`config.mk`:
```
export PLATFORM = sky130hd
export DESIGN_NAME = cvf_front_ctl
export DESIGN_NICKNAME = d
export VERILOG_FILES = /design/src/cvf_pkg.sv /design/src/cvf_front_ctl.sv
export VERILOG_INCLUDE_DIRS = /design/src
export SDC_FILE = /design/constraint.sdc
export NUM_CORES = 1
export LEC_CHECK = 0
export BUFFER_PORTS_ARGS = -buffer_cell sky130_fd_sc_hd__buf_2
export CAP_MARGIN = 20
export CELL_PAD_IN_SITES_DETAIL_PLACEMENT = 0
export CELL_PAD_IN_SITES_GLOBAL_PLACEMENT = 2
export CORE_UTILIZATION = 34
export DETAILED_ROUTE_END_ITERATION = 12
export PLACE_DENSITY = 0.72
export SKIP_CTS_REPAIR_TIMING = 1
export SYNTH_ARGS = -nofsm -noshare
export SYNTH_HDL_FRONTEND = slang
export SYNTH_SLANG_ARGS = --single-unit
export TNS_END_PERCENT = 30
```
`constraint.sdc`:
```
create_clock -name pclk -period 2.4 [get_ports pclk]
set_input_delay 0.36 -clock pclk [delete_from_list [all_inputs] [get_ports pclk]]
set_output_delay 0.36 -clock pclk [all_outputs]
set_load 0.02 [all_outputs]
```
`src/cvf_cfg.svh`:
```
// Register offsets, field positions, reset values and timing counts
// Assumes APB byte addressing with one 32-bit word per register
`ifndef CVF_CFG_SVH
`define CVF_CFG_SVH

// ****************************************************************
// Register byte offsets
// ****************************************************************
`define CVF_OFF_CTL      12'h000
`define CVF_OFF_STAT     12'h004
`define CVF_OFF_MASK     12'h008
`define CVF_OFF_THR      12'h00C
`define CVF_OFF_GAIN     12'h010
`define CVF_OFF_COC      12'h014
`define CVF_OFF_VRES     12'h018
`define CVF_OFF_VOC      12'h01C

// ****************************************************************
// Control fields
// ****************************************************************
`define CVF_CTL_SHUNT    0
`define CVF_CTL_AUTO_GAIN_ENABLE     1
`define CVF_CTL_VSEL     2
`define CVF_CTL_CURRENT_COMP_ENABLE    3
`define CVF_CTL_VOLTAGE_COMP_ENABLE    4
`define CVF_CTL_TSEL     5

// ****************************************************************
// Status fields
// ****************************************************************
`define CVF_ST_OPEN      0
`define CVF_ST_GAINCHG   1

// ****************************************************************
// Reset values and gain limit
// ****************************************************************
`define CVF_RST_CTL      6'h00
`define CVF_RST_THR      8'hF0
`define CVF_RST_GAIN     3'h0
`define CVF_GAIN_MAX     3'h7

// ****************************************************************
// Timing
// ****************************************************************
`define CVF_CLK_MHZ      125
`define CVF_SETTLE_NS    800
`define CVF_SETTLE_CYC   ((`CVF_SETTLE_NS * `CVF_CLK_MHZ) / 1000)

`endif

```
`src/cvf_pkg.sv`:
```
// Types shared by the channel front control
// Assumes cvf_cfg.svh for numeric constants
`default_nettype none
package cvf_pkg;
  typedef struct packed {
    logic [2:0] gain;
    logic       shunt_en;
    logic       vsel;
    logic       tsel;
    logic       current_comp_enable_en;
    logic       voltage_comp_enable_en;
  } cvf_afe_ctl_s;

  typedef struct packed {
    logic [3:0] level;
    logic       valid;
    logic       shunt_open;
  } cvf_afe_stat_s;

  typedef enum logic [1:0] {
    CVF_AG_IDLE   = 2'b00,
    CVF_AG_SETTLE = 2'b01
  } cvf_ag_state_e;
endpackage
`default_nettype wire

```
`src/cvf_front_ctl.sv`:
```
// Current / voltage channel front control with APB registers
// Assumes analog front end on pclk domain sources; raw pins are synchronised here
//
// Overview of operation
// - Three channels: current, voltage, temperature with sharing
// - Current and voltage share conditioning and timing
// - Voltage channel samples battery sense after reset
// - Shunt-detect enable bit activates open monitoring
// - Open shunt sets status flag while monitoring
// - Eight gain settings in three-bit field
// - Up threshold (n+1)/16, down threshold n/16
// - Auto gain steps to adjacent level
// - Gain field reads active gain
// - Auto adjustment sets gain-changed flag
// - Clearing auto enable freezes gain
// - Manual gain write when auto disabled
// - Eight offset buffers selected by gain
// - Select bit steers voltage mux, shared divider
// - One shared voltage result register
// - Compensation enable bits route or bypass stages
`include "cvf_cfg.svh"
`timescale 1ns/1ps
`default_nettype none

module cvf_front_ctl
  import cvf_pkg::*;
(
  input  wire logic          pclk,
  input  wire logic          presetn,
  input  wire logic          psel,
  input  wire logic          penable,
  input  wire logic          pwrite,
  input  wire logic [11:0]   paddr,
  input  wire logic [31:0]   pwdata,
  output logic      [31:0]   prdata,
  output logic               pready,
  output logic               pslverr,
  input  wire cvf_afe_stat_s afe_stat,
  input  wire logic [15:0]   vres_data,
  input  wire logic          vres_valid,
  output cvf_afe_ctl_s       afe_ctl,
  output logic [7:0]         coc_out,
  output logic [7:0]         voc_out,
  output logic               irq
);

  // ****************************************************************
  // Synchronisers for analog-side levels
  // ****************************************************************
  cvf_afe_stat_s stat_s1_reg;
  cvf_afe_stat_s stat_s2_reg;

  always_ff @(posedge pclk or negedge presetn) begin
    if (!presetn) begin
      stat_s1_reg <= '0;
      stat_s2_reg <= '0;
    end else begin
      stat_s1_reg <= afe_stat;
      stat_s2_reg <= stat_s1_reg;
    end
  end

  // ****************************************************************
  // APB decode
  // ****************************************************************
  logic wr_en;
  logic rd_en;
  logic addr_ok;
  assign wr_en   = psel && penable && pwrite;
  assign rd_en   = psel && penable && !pwrite;

  function automatic logic hit(input logic [11:0] a, input logic [11:0] off);
    hit = (a == off);
  endfunction

  assign addr_ok = hit(paddr, `CVF_OFF_CTL) || hit(paddr, `CVF_OFF_STAT) ||
                   hit(paddr, `CVF_OFF_MASK) || hit(paddr, `CVF_OFF_THR) ||
                   hit(paddr, `CVF_OFF_GAIN) || hit(paddr, `CVF_OFF_COC) ||
                   hit(paddr, `CVF_OFF_VRES) || hit(paddr, `CVF_OFF_VOC);

  // ****************************************************************
  // Control, threshold, mask and voltage offset registers
  // ****************************************************************
  logic [5:0] ctl_reg;
  logic [7:0] thr_reg;
  logic [1:0] mask_reg;
  logic [7:0] voc_reg;

  always_ff @(posedge pclk or negedge presetn) begin
    if (!presetn) begin
      ctl_reg  <= `CVF_RST_CTL;
      thr_reg  <= `CVF_RST_THR;
      mask_reg <= 2'h0;
      voc_reg  <= 8'h00;
    end else if (wr_en) begin
      if (hit(paddr, `CVF_OFF_CTL))
        ctl_reg <= pwdata[5:0];
      if (hit(paddr, `CVF_OFF_THR))
        thr_reg <= pwdata[7:0];
      if (hit(paddr, `CVF_OFF_MASK))
        mask_reg <= pwdata[1:0];
      // Single buffer: software reloads it after a mux change
      if (hit(paddr, `CVF_OFF_VOC))
        voc_reg <= pwdata[7:0];
    end
  end

  // ****************************************************************
  // Automatic gain unit
  // ****************************************************************
  // Level compared is absolute amplifier output in 1/16 of reference.
  // After a step the amplifier settles before the next comparison,
  // which keeps a marginal signal from ringing between two gains.
  logic [3:0]     up_thr;
  logic [3:0]     dn_thr;
  logic [4:0]     up_cmp;
  logic           go_up;
  logic           go_dn;
  logic [2:0]     gain_reg;
  logic           step_pulse;
  cvf_ag_state_e  ag_state_reg;
  logic [7:0]     settle_reg;
  logic           auto_gain_enable;

  assign auto_gain_enable   = ctl_reg[`CVF_CTL_AUTO_GAIN_ENABLE];
  assign up_thr = thr_reg[7:4];
  assign dn_thr = thr_reg[3:0];
  assign up_cmp = {1'b0, up_thr} + 5'h01;
  // Up on reaching (n+1)/16; down on falling below n/16
  assign go_up  = stat_s2_reg.valid && ({1'b0, stat_s2_reg.level} >= up_cmp)
                  && (gain_reg != `CVF_GAIN_MAX);
  assign go_dn  = stat_s2_reg.valid && (stat_s2_reg.level < dn_thr)
                  && (gain_reg != `CVF_RST_GAIN);
  assign step_pulse = auto_gain_enable && (ag_state_reg == CVF_AG_IDLE) && (go_up || go_dn);

  always_ff @(posedge pclk or negedge presetn) begin
    if (!presetn) begin
      ag_state_reg <= CVF_AG_IDLE;
      settle_reg   <= 8'h00;
    end else begin
      unique case (ag_state_reg)
        CVF_AG_IDLE: begin
          if (step_pulse) begin
            ag_state_reg <= CVF_AG_SETTLE;
            settle_reg   <= 8'(`CVF_SETTLE_CYC - 1);
          end
        end
        CVF_AG_SETTLE: begin
          if (settle_reg == 8'h00)
            ag_state_reg <= CVF_AG_IDLE;
          else
            settle_reg <= settle_reg - 8'h01;
        end
      endcase
    end
  end

  // Gain: auto steps, or manual write when auto is off
  always_ff @(posedge pclk or negedge presetn) begin
    if (!presetn) begin
      gain_reg <= `CVF_RST_GAIN;
    end else if (step_pulse) begin
      if (go_up)
        gain_reg <= gain_reg + 3'h1;
      else
        gain_reg <= gain_reg - 3'h1;
    end else if (wr_en && !auto_gain_enable && hit(paddr, `CVF_OFF_GAIN)) begin
      gain_reg <= pwdata[2:0];
    end
  end

  // ****************************************************************
  // Offset compensation buffers, one per gain
  // ****************************************************************
  logic [7:0] coc_mem [8];

  always_ff @(posedge pclk or negedge presetn) begin
    if (!presetn) begin
      for (int i = 0; i < 8; i++)
        coc_mem[i] <= 8'h00;
    end else if (wr_en && hit(paddr, `CVF_OFF_COC)) begin
      coc_mem[gain_reg] <= pwdata[7:0];
    end
  end

  // ****************************************************************
  // Voltage result, shared by both sources
  // ****************************************************************
  logic [15:0] vres_reg;

  always_ff @(posedge pclk or negedge presetn) begin
    if (!presetn)
      vres_reg <= 16'h0000;
    else if (vres_valid)
      vres_reg <= vres_data;
  end

  // ****************************************************************
  // Sticky status, mask and interrupt
  // ****************************************************************
  logic [1:0] stat_reg;
  logic [1:0] stat_set;
  logic [1:0] stat_clr;

  assign stat_set[`CVF_ST_OPEN]    = ctl_reg[`CVF_CTL_SHUNT] && stat_s2_reg.shunt_open;
  assign stat_set[`CVF_ST_GAINCHG] = step_pulse;
  assign stat_clr = (wr_en && hit(paddr, `CVF_OFF_STAT)) ? pwdata[1:0] : 2'h0;

  always_ff @(posedge pclk or negedge presetn) begin
    if (!presetn)
      stat_reg <= 2'h0;
    else
      stat_reg <= (stat_reg & ~stat_clr) | stat_set; // Set wins over clear
  end

  always_ff @(posedge pclk or negedge presetn) begin
    if (!presetn)
      irq <= 1'b0;
    else
      irq <= |(((stat_reg & ~stat_clr) | stat_set) & mask_reg);
  end

  // ****************************************************************
  // Analog control outputs
  // ****************************************************************
  always_ff @(posedge pclk or negedge presetn) begin
    if (!presetn) begin
      afe_ctl <= '0;
      coc_out <= 8'h00;
      voc_out <= 8'h00;
    end else begin
      afe_ctl.gain     <= gain_reg;
      afe_ctl.shunt_en <= ctl_reg[`CVF_CTL_SHUNT];
      afe_ctl.vsel     <= ctl_reg[`CVF_CTL_VSEL];
      afe_ctl.tsel     <= ctl_reg[`CVF_CTL_TSEL];
      afe_ctl.current_comp_enable_en <= ctl_reg[`CVF_CTL_CURRENT_COMP_ENABLE];
      afe_ctl.voltage_comp_enable_en <= ctl_reg[`CVF_CTL_VOLTAGE_COMP_ENABLE];
      // Zero offset while bypassed so the stage is transparent
      coc_out <= ctl_reg[`CVF_CTL_CURRENT_COMP_ENABLE] ? coc_mem[gain_reg] : 8'h00;
      voc_out <= ctl_reg[`CVF_CTL_VOLTAGE_COMP_ENABLE] ? voc_reg : 8'h00;
    end
  end

  // ****************************************************************
  // APB read and response
  // ****************************************************************
  logic [31:0] rd_mux;

  always_comb begin
    rd_mux = 32'h0000_0000;
    unique case (paddr)
      `CVF_OFF_CTL:  rd_mux = {26'h0, ctl_reg};
      `CVF_OFF_STAT: rd_mux = {30'h0, stat_reg};
      `CVF_OFF_MASK: rd_mux = {30'h0, mask_reg};
      `CVF_OFF_THR:  rd_mux = {24'h0, thr_reg};
      `CVF_OFF_GAIN: rd_mux = {29'h0, gain_reg};
      `CVF_OFF_COC:  rd_mux = {24'h0, coc_mem[gain_reg]};
      `CVF_OFF_VRES: rd_mux = {16'h0, vres_reg};
      `CVF_OFF_VOC:  rd_mux = {24'h0, voc_reg};
      default:       rd_mux = 32'h0000_0000;
    endcase
  end

  // Zero-wait slave: registered signals come ready in the access cycle
  always_ff @(posedge pclk or negedge presetn) begin
    if (!presetn) begin
      prdata  <= 32'h0000_0000;
      pready  <= 1'b0;
      pslverr <= 1'b0;
    end else begin
      pready  <= psel && !penable;
      pslverr <= psel && !penable && !addr_ok;
      if (psel && !penable && !pwrite)
        prdata <= rd_mux;
    end
  end

  // ****************************************************************
  // Checks
  // ****************************************************************
  a_gain_manual_hold: assert property (@(posedge pclk) disable iff (!presetn)
    !auto_gain_enable && !(wr_en && hit(paddr, `CVF_OFF_GAIN)) |=> $stable(gain_reg))
    else $error("gain moved with auto off");
  a_gain_manual_set: assert property (@(posedge pclk) disable iff (!presetn)
    !auto_gain_enable && wr_en && hit(paddr, `CVF_OFF_GAIN) |=> gain_reg == $past(pwdata[2:0]))
    else $error("manual gain not applied");
  a_gain_step_one: assert property (@(posedge pclk) disable iff (!presetn)
    step_pulse && go_up |=> gain_reg == $past(gain_reg) + 3'h1)
    else $error("gain step up wrong");
  // Auto steps never wrap; a manual write may jump anywhere
  a_gain_no_wrap: assert property (@(posedge pclk) disable iff (!presetn)
    auto_gain_enable && gain_reg == `CVF_GAIN_MAX |=> gain_reg != `CVF_RST_GAIN)
    else $error("gain wrapped");
  a_gainchg_flag: assert property (@(posedge pclk) disable iff (!presetn)
    step_pulse |=> stat_reg[`CVF_ST_GAINCHG])
    else $error("gain flag not set");
  a_open_flag: assert property (@(posedge pclk) disable iff (!presetn)
    !ctl_reg[`CVF_CTL_SHUNT] && !stat_reg[`CVF_ST_OPEN] |=> !stat_reg[`CVF_ST_OPEN])
    else $error("open flag without monitor");
  a_gain_out: assert property (@(posedge pclk) disable iff (!presetn)
    1'b1 |=> afe_ctl.gain == $past(gain_reg))
    else $error("gain out mismatch");
  a_vsel_out: assert property (@(posedge pclk) disable iff (!presetn)
    $rose(ctl_reg[`CVF_CTL_VSEL]) |=> afe_ctl.vsel)
    else $error("mux select not driven");
  a_bypass_zero: assert property (@(posedge pclk) disable iff (!presetn)
    !ctl_reg[`CVF_CTL_CURRENT_COMP_ENABLE] |=> coc_out == 8'h00)
    else $error("offset not bypassed");
  a_gain_step_down: assert property (@(posedge pclk) disable iff (!presetn)
    step_pulse && !go_up |=> gain_reg == $past(gain_reg) - 3'h1)
    else $error("gain step down wrong");
  a_gain_floor_hold: assert property (@(posedge pclk) disable iff (!presetn)
    auto_gain_enable && gain_reg == `CVF_RST_GAIN |=> gain_reg != `CVF_GAIN_MAX)
    else $error("gain wrapped below zero");
  a_gain_auto_lock: assert property (@(posedge pclk) disable iff (!presetn)
    auto_gain_enable && !step_pulse |=> $stable(gain_reg))
    else $error("gain moved without a step");
  a_settle_start: assert property (@(posedge pclk) disable iff (!presetn)
    step_pulse |=> ag_state_reg == CVF_AG_SETTLE)
    else $error("no settle after step");
  a_shunt_out: assert property (@(posedge pclk) disable iff (!presetn)
    1'b1 |=> afe_ctl.shunt_en == $past(ctl_reg[`CVF_CTL_SHUNT]))
    else $error("shunt monitor enable not driven");
  a_tsel_out: assert property (@(posedge pclk) disable iff (!presetn)
    1'b1 |=> afe_ctl.tsel == $past(ctl_reg[`CVF_CTL_TSEL]))
    else $error("temperature select not driven");
  a_comp_out: assert property (@(posedge pclk) disable iff (!presetn)
    1'b1 |=> afe_ctl.current_comp_enable_en == $past(ctl_reg[`CVF_CTL_CURRENT_COMP_ENABLE])
    && afe_ctl.voltage_comp_enable_en == $past(ctl_reg[`CVF_CTL_VOLTAGE_COMP_ENABLE]))
    else $error("compensation enables not driven");
  a_vbypass_zero: assert property (@(posedge pclk) disable iff (!presetn)
    !ctl_reg[`CVF_CTL_VOLTAGE_COMP_ENABLE] |=> voc_out == 8'h00)
    else $error("voltage offset not bypassed");
  a_coc_route: assert property (@(posedge pclk) disable iff (!presetn)
    ctl_reg[`CVF_CTL_CURRENT_COMP_ENABLE] |=> coc_out == $past(coc_mem[gain_reg]))
    else $error("offset buffer of active gain not routed");
  a_voc_route: assert property (@(posedge pclk) disable iff (!presetn)
    ctl_reg[`CVF_CTL_VOLTAGE_COMP_ENABLE] |=> voc_out == $past(voc_reg))
    else $error("voltage offset not routed");
  a_coc_write: assert property (@(posedge pclk) disable iff (!presetn)
    wr_en && hit(paddr, `CVF_OFF_COC)
    |=> coc_mem[$past(gain_reg)] == $past(pwdata[7:0]))
    else $error("offset buffer write missed");
  a_vres_load: assert property (@(posedge pclk) disable iff (!presetn)
    vres_valid |=> vres_reg == $past(vres_data))
    else $error("voltage result not loaded");
  a_vres_hold: assert property (@(posedge pclk) disable iff (!presetn)
    !vres_valid |=> $stable(vres_reg))
    else $error("voltage result changed without a result");
  a_open_set: assert property (@(posedge pclk) disable iff (!presetn)
    ctl_reg[`CVF_CTL_SHUNT] && stat_s2_reg.shunt_open |=> stat_reg[`CVF_ST_OPEN])
    else $error("open shunt not flagged");
  a_open_sticky: assert property (@(posedge pclk) disable iff (!presetn)
    stat_reg[`CVF_ST_OPEN] && !stat_clr[`CVF_ST_OPEN] |=> stat_reg[`CVF_ST_OPEN])
    else $error("open flag dropped without clear");
  a_gainchg_cause: assert property (@(posedge pclk) disable iff (!presetn)
    !step_pulse && !stat_reg[`CVF_ST_GAINCHG] |=> !stat_reg[`CVF_ST_GAINCHG])
    else $error("gain flag set without a step");
  a_irq_level: assert property (@(posedge pclk) disable iff (!presetn)
    1'b1 |=> irq == |(stat_reg & $past(mask_reg)))
    else $error("interrupt level wrong");
  a_ready_wait: assert property (@(posedge pclk) disable iff (!presetn)
    psel && !penable |=> pready)
    else $error("bus answer late");
  a_unmapped_err: assert property (@(posedge pclk) disable iff (!presetn)
    psel && !penable && !addr_ok |=> pready && pslverr)
    else $error("unmapped access not refused");
  a_gain_read: assert property (@(posedge pclk) disable iff (!presetn)
    psel && !penable && !pwrite && hit(paddr, `CVF_OFF_GAIN)
    |=> prdata == {29'h0, $past(gain_reg)})
    else $error("gain field read wrong");

endmodule // cvf_front_ctl
`default_nettype wire

```
-- Yosys cells after proc, flatten, opt, wreduce, memory -nomap -nowiden
Cells that the tools add are included.
- register bits: 190
- input port bits: 72
- logic and storage cells: 120
- add/subtract/negate cells: 4
- order comparisons: 4
- equal/unequal tests: 12
- mux-type cells: 19
- bitwise logic cells: 5
- reductions and logical operators: 41
- operators by type and width (cell ; number):
    $pmux 16 s8 ; 1
    $bwmux 64 ; 1
    $mux 8 ; 7
    $eq 12x5->1 const B ; 4
    $bmux 8 s3 ; 1
    $demux 8 s3 ; 1
    $eq 12x4->1 const B ; 2
    $logic_and 1x1->1 ; 17
    $pmux 8 s2 ; 1
    $eq 12x3->1 const B ; 1
    $logic_not 12->1 ; 1
    $reduce_and 2->1 ; 6
    $mux 3 ; 3
    $logic_not 8->1 ; 1
    $logic_or 1x1->1 ; 8
    $sub 8x1->8 const B ; 1
    $mux 2 ; 3
    $ne 2x2->1 const B ; 3
    $add 4x1->5 const B ; 1
    $ge 4x5->1 ; 1
    $and 2x2->2 ; 2
    $ge 4x4->1 const B ; 1
    $logic_not 1->1 ; 4
    $lt 4x1->1 const B ; 1
    other kinds (13) ; 13

-- Depth between registers and ports, before layout
Gate-level depths: netlist (run 1).
- word-level depth: 10
- mapped depth: 11

-- Least setup slack after synthesis (run 1)
Ideal clock, no wire load.
- path kind: flip-flop to flip-flop
- start: register thr_reg[6]
- end: register gain_reg[2]
- library setup time: 0.079 ns
- data arrival time: 2.382 ns
- required time: 2.321 ns
- setup slack: -0.062 ns
- stages on the path, launching flop included: 11
- buffers on the path: 0
- period minus slack after synthesis: 2.462 ns
- cell sequence: dfstp_2 > nand3_1 > xor2_1 > ha_1 > o21ai_0 > a311oi_1 > and2_1 > inv_1 > fa_1 > o31ai_1 > mux2i_1
- word-level cells in the longest chain between the ends: 7
- elaborated cells between the ends (all ways): 9
- RTL lines (element ; RTL line ; source):
    start, declared ; cvf_front_ctl.sv:85 ; logic [7:0] thr_reg;
    start signal, assigned ; cvf_front_ctl.sv:92 ; thr_reg <= `CVF_RST_THR;
    start signal, assigned ; cvf_front_ctl.sv:99 ; thr_reg <= pwdata[7:0];
    $add 4x1->5 * ; cvf_front_ctl.sv:128 ; assign up_cmp = {1'b0, up_thr} + 5'h01;
    $ge 4x5->1 * ; cvf_front_ctl.sv:130 ; assign go_up = stat_s2_reg.valid && ({1'b0, stat_s2_reg.level} >= up_cmp)
    $logic_and 1x1->1 * (2 in a row) ; cvf_front_ctl.sv:130 ;
    $logic_or 1x1->1 ; cvf_front_ctl.sv:134 ; assign step_pulse = auto_gain_enable && (ag_state_reg == CVF_AG_IDLE) && (go_up || go_dn);
    $logic_and 1x1->1 ; cvf_front_ctl.sv:134 ;
    $mux 3 or $reduce_bool 2->1 (tied branches) ; -- ;
    end signal, assigned ; cvf_front_ctl.sv:161 ; gain_reg <= `CVF_RST_GAIN;
    end signal, assigned ; cvf_front_ctl.sv:164 ; gain_reg <= gain_reg + 3'h1;
    end signal, assigned ; cvf_front_ctl.sv:166 ; gain_reg <= gain_reg - 3'h1;
    end, declared ; cvf_front_ctl.sv:119 ; logic [2:0] gain_reg;
Every way passes the cells marked *; elsewhere a longest branch is shown, timed or not.
A chain may end at the register's enable or synchronous reset.

-- Worst setup path after layout (run 1)
- start: register thr_reg[5]
- end: register gain_reg[2]
Same word-level chain as after synthesis.

==> impl_metrics.tcl, run 1 <==
set metrics [dict create \
    grt_max_degree 54 \
    post-layout-total-power_mw 6.19 \
    hpwlAfterDp_mm 14.1 \
    slew_headroom_pct 60.9 \
    detail_route.wirelength_mm 19.3 \
    start_util_pct 34.6 \
    rsz0062_at_grt "yes" \
    period_utilization_post_route_pct 108 \
    tightest_slew_ns 0.587 \
    synth.cell_area_um2 7840 \
    core-area_um2 22600 \
    timing.critical_path.arrival_ns 2.94 \
    path_cells "nand3_2 > xor2_1 > ha_1 > o21ai_2 > a311oi_2 > and2_4 > inv_2 > fa_2 > o31ai_4 > mux2i_1" \
    root_buffer "clkbuf_16" \
    clock-sinks 173 \
    detail_route.iter0.violations 196 \
    gp_congestion 0.760 \
    yosys_most_used_dff "dfrtp_1" \
    fmaxAchievable_mhz 386 \
    critical_path.slowest_cell "dfstp_2" \
    synth_area_per_cell_um2 12.7 \
    cts_made_buffers 17 \
    via_per_inst 5.01 \
    min_path_type "in -> reg" \
    timing.final.setup_violations 6 \
    grt_pass1_wl_mm 31.2 \
    synthToLayoutAreaGrowth_pct 23.3 \
    yosys.cell_types.count 63 \
    maxSlewViolCount 0 \
    timing.setup.tns_ns -0.372 \
    drt_pre_antenna_iters 4 \
    worst-r2r-cell-count 10 \
    hold_path_depth 1 \
    critical_path_required_ns 2.75 \
    layout.cells.most_common_list "dfrtp_1, mux2_2, buf_2, buf_4, nand2_1" \
    crit-reg2reg-capture "gain_reg[2]$_DFFE_PN0P_" \
    setup.worst_path.start_class "flop" \
    grt_pass1_vias 5575 \
    ant_nets 0 \
    ys_seq_elements 173 \
    timing.rr.start "thr_reg[5]$_DFFE_PN1P_" \
    preCtsSetupSlack_ns -0.205 \
    route.detailed.wl_per_inst_um 18.3 \
    globalRouteOverflowTotal 0 \
    status "finished, violations left" \
    cts_tree "built" \
    critPathMaxStageDelay_ns 0.57 \
    number_of_instances_in_the_synthesized_netlist 619 \
    hold_viol_final 0 \
    period_minus_slack_ns 2.59 \
    grt.total_usage_pct 17.3 \
    cts_buffer_depth 2 \
    fp-row-count 55 \
    design.portCount 131 \
    max_clock_skew_ns 0.00894 \
    hold_critical_path_endpoint "stat_s1_reg[2]$_DFF_PN0_" \
    reg2reg_setup_slack_ns -0.19 \
    failed_checks "setup timing" \
    most_common_library_cell_in_the_layout_ignoring_fill_and_taps "dfrtp_1" \
    drc 0 \
    port-buffer-count 90 \
    die_w_um 154 \
    htree_num_levels 4 \
    max_cap_viol_count 0 \
    vdd.ir_drop.worst_mv 0.337 \
    synth_async_sr_flop_share_pct 100 \
    clk_pin_slew_worst_paths_ns 0.06 \
    type_of_element_capturing_the_critical_path "flop" \
    diodes 0 \
    die_area_um2 23700 \
    synth_enable_flop_cells 0 \
    launch_point_of_the_worst_hold_path "afe_stat[2]" \
    cellPowerDensity_nw_per_um2 641 \
    synth-seq-area-share_pct 55.3 \
    final_critical_path_setup_slack_ns -0.188 \
    vias 5276 \
    clock_latency_ns 0.43 \
    leakage_nw 4.66 \
    critPathMaxFanout 3 \
    fin_nets 839 \
    dieHeight_um 154 \
    setup.worst_path.class "reg -> reg" \
    number_of_antenna_violations_at_the_first_check_in_global_routing 0 \
    largest_register_ffs 64 \
    synthesis.yosys.warnings 0 \
    drive_gt1_share_pct 43.3 \
    final_util_pct 42.7 \
]
==> kinds of logic (layout without fill, tap and decap cells) <==
kind of cell	count (synthesis)	in the layout	share of synthesized area, %
and+or+nand+nor	163	163	11.8
other	1	16	0.0479
adders and majority gates	11	11	1.85
xor gates and xnor gates	7	7	0.783
DFF	173	173	55.3
AOI/OAI and AO/OA	69	69	6.20
buffers and inverters	59	194	3.74
muxes	136	136	20.3
==> synth_stat cells (all sizes together), types with 5 or more instances <==
cell    instances  area share, %
inv            15           0.72
ha             10            1.6
nor4            6           0.67
nor3           11            1.1
nand2b         12           0.99
mux4            7            2.0
nand2          39            1.9
nor2           29            1.5
buf            24            2.1
mux2          113             16
nand3          21            1.3
nand3b          5           0.64
clkbuf         20           0.96
dfrtp         169             54
xor2            6           0.67
a21oi           8           0.51
a22oi           8           0.77
and2           14            1.1
mux2i          16            2.0
a22o            7           0.78
o21ai          15           0.96
==> worst max-delay path, delay by kind of cell, from the launching register on <==
family,cells,cell delay [ns]
AO/OA/AOI/OAI,3,0.56
XOR/XNOR,1,0.15
adder cells (fa/ha/maj),2,0.71
buffers and inverters,1,0.04
flip-flops,1,0.57
multiplexers,1,0.20
AND/OR/NAND/NOR,2,0.28
==> final cells by class <==
type	instances	area [µm²]
clock inverter	9	123
fill	2086	13000
timing repair buffer	147	950
inverter	15	56.3
sequential	173	4330
clock buffer	23	508
tap	285	357
multi-input combinational	402	3330
==> power breakdown <==
group	switching, mW	internal, mW
logic	0.202	0.114
registers	0.0258	2.96
clock network	1.17	1.72
==> stage by stage <==
stage               hold slack, ns  cells  cell area [µm²]
floorplan                   0.0644    634             7910
global placement             0.344   1019             8960
detailed placement           0.335   1019             8960
CTS                        -0.0924   1051             9590
global route                0.0179   1054             9660
finish                      0.0377   1054             9660
==> layer usage <==
metal / part of all wire [%] / GRT usage, % / up-vias
met3: 3.6 / 3.86 / 14
met5: 0 / 0 / -
li1: - / - / 2467
met2: 49 / 28.3 / 114
met1: 46 / 23.2 / 2681
met4: 0.96 / 4.29 / 0
==> how the worst max path moves through the flow <==
stage          slack [ns]              startpoint                       to  depth (start not counted)
6_report            -0.19  thr_reg[5]$_DFFE_PN1P_  gain_reg[2]$_DFFE_PN0P_                         10
5_1_grt             -0.31  thr_reg[4]$_DFFE_PN1P_  gain_reg[2]$_DFFE_PN0P_                         10
4_1_cts             -0.17  thr_reg[4]$_DFFE_PN1P_  gain_reg[2]$_DFFE_PN0P_                         10
3_5_place_dp        -0.21                paddr[1]  coc_mem[44]$_DFFE_PN0P_                          7
3_3_place_gp        -0.18                paddr[1]  coc_mem[47]$_DFFE_PN0P_                          7
2_1_floorplan       -0.04  thr_reg[6]$_DFFE_PN1P_  gain_reg[2]$_DFFE_PN0P_                         10
(Power assumes the default switching activity.)
==> run 2, diff against run 1 <==
==> constraint.sdc (replaced) <==
create_clock -name pclk -period 2.25 [get_ports pclk]
set_input_delay 0.3375 -clock pclk [delete_from_list [all_inputs] [get_ports pclk]]
set_output_delay 0.3375 -clock pclk [all_outputs]
set_load 0.02 [all_outputs]
==> run 2 against run 1 <==
Effect of this change:
- critical path type unchanged
- largest power group unchanged
- sequential power up 6%
- die area unchanged
- non-clock buffer count up 6
- the flow still finishes with violations (setup timing)
- sequential share of layout area down 0.16 points
- power up 2.7%
- critical path depth unchanged
==> impl_metrics.tcl, run 2 (synthesized netlist as in run 1, its figures left out) <==
set metrics [dict create \
    critPathMaxStageDelay_ns 0.56 \
    dieHeight_um 154 \
    internal_power_mw 4.77 \
    fp-row-count 55 \
    setup.worst_path.class "reg -> reg" \
    combinationalPowerShare_pct 5.4 \
    period_utilization_post_route_pct 112 \
    critical_path.slowest_cell "dfstp_2" \
    status "finished, violations left" \
    cellPowerDensity_nw_per_um2 656 \
    placedInstanceArea_um2 9060 \
    path_cells "nand3_2 > xor2_2 > ha_1 > o21ai_1 > a311oi_2 > and2_4 > inv_2 > fa_2 > o31ai_4 > mux2i_1" \
    post_layout_nonfiller_instances 1060 \
    die_area_um2 23700 \
    route.detailed.wl_per_inst_um 18.3 \
    cts_tree "built" \
    clock-sinks 173 \
    reg2reg_setup_slack_ns -0.27 \
    clock_latency_ns 0.43 \
    slew_headroom_pct 57.0 \
    vias 5316 \
    drt_pre_antenna_iters 4 \
    timing.setup.tns_ns -0.653 \
    finalInstanceArea_um2 9690 \
    maxSlewViolCount 0 \
    detail_route.iter0.violations 220 \
    tightest_slew_ns 0.645 \
    most_common_library_cell_in_the_layout_ignoring_fill_and_taps "dfrtp_1" \
    cpLargestDelayFamily "adder cells" \
    core-area_um2 22600 \
    grt_pass1_wl_mm 31.6 \
    largest_register_ffs 64 \
    root_buffer "clkbuf_16" \
    final_critical_path_setup_slack_ns -0.273 \
    start_util_pct 34.6 \
    grt_pass1_vias 5551 \
    cts_made_buffers 17 \
    hold_viol_final 0 \
    number_of_antenna_violations_at_the_first_check_in_global_routing 0 \
    layout.cells.most_common_list "dfrtp_1, mux2_2, buf_2, buf_4, nand2_1" \
    gp_congestion 0.832 \
    cts_buffer_depth 2 \
    period_minus_slack_ns 2.52 \
    critical_path_required_ns 2.61 \
    detail_route.wirelength_mm 19.4 \
    timing.critical_path.arrival_ns 2.88 \
    drive_gt1_share_pct 43.7 \
    port-buffer-count 90 \
    clk_pin_slew_worst_paths_ns 0.07 \
    failed_checks "setup timing" \
    type_of_element_capturing_the_critical_path "flop" \
    diodes 0 \
    via_per_inst 5.02 \
    min_path_type "in -> reg" \
    leakage_nw 4.67 \
    die_w_um 154 \
    htree_num_levels 4 \
    crit_buf_inv 1 \
    setup.worst_path.start_class "flop" \
    grt.total_usage_pct 17.4 \
    max_clock_skew_ns 0.00821 \
    max_cap_viol_count 0 \
    critPathMaxFanout 3 \
    fin_nets 845 \
    design.portCount 131 \
    synthToLayoutAreaGrowth_pct 23.7 \
    clock_power_share_pct 44.6 \
    total_placed_cells_including_tap_cells 1026 \
    ant_nets 0 \
    globalRouteOverflowTotal 0 \
    rsz0062_at_grt "yes" \
    drc 0 \
    vdd.ir_drop.worst_mv 0.335 \
    hpwlAfterDp_mm 14.2 \
    share_of_power_burned_in_registers_pct 50.1 \
    switching_share_of_power_pct 24.9 \
    p_sw_mw 1.58 \
    grt_max_degree 67 \
    timing.final.setup_violations 13 \
    fmaxAchievable_mhz 396 \
]
[run 2: per-layer routing]
metal  up-vias  routed length, µm  global-route usage, %
met4         0                399                   5.95
met5         -                  0                      0
met3        26                743                   3.52
met1      2688               8940                   23.3
met2       122               9360                   28.2
li1       2480                  -                      -
[run 2: stage by stage]
stage               util, %  total power, mW  setup WS (ns)  hold slack, ns
floorplan                 -             3.40         -0.181          0.0419
CTS                    42.5             6.43         -0.352         -0.0708
global placement       40.0             3.57         -0.300           0.342
global route           42.8             6.60         -0.434         0.00101
finish                 42.8             6.36         -0.273          0.0104
detailed placement     40.0             3.58         -0.336           0.337
[run 2: final cells by class]
cell class	instances	area, µm²
fillers	2150	12900
clock inverters	13	126
clock buffers	19	443
multi-input cells	402	3350
well taps	285	357
repair buffers	153	1030
inverters	15	56.3
flip-flops and latches	173	4330
[run 2: power groups by stage]
stage	Combinational (mW)	Sequential, mW	Clock (mW)
floorplan	0.162	3.24	0
global placement	0.332	3.24	0
detailed placement	0.338	3.24	0
CTS	0.340	3.18	2.91
global route	0.378	3.19	3.04
finish	0.341	3.18	2.83
[run 2: worst paths after layout]
kind | cells past startpoint | from | to
setup / recovery | 10 | thr_reg[4]$_DFFE_PN1P_ | gain_reg[2]$_DFFE_PN0P_
hold / removal | 1 | afe_stat[2] | stat_s1_reg[2]$_DFF_PN0_
setup reg to reg | 10 | thr_reg[4]$_DFFE_PN1P_ | gain_reg[2]$_DFFE_PN0P_
hold reg to reg | 0 | stat_s1_reg[5]$_DFF_PN0_ | stat_s2_reg[5]$_DFF_PN0_
max in group asynchronous | 3 | presetn | coc_mem[37]$_DFFE_PN0P_
min in group asynchronous | 2 | presetn | coc_out[0]$_DFF_PN0_
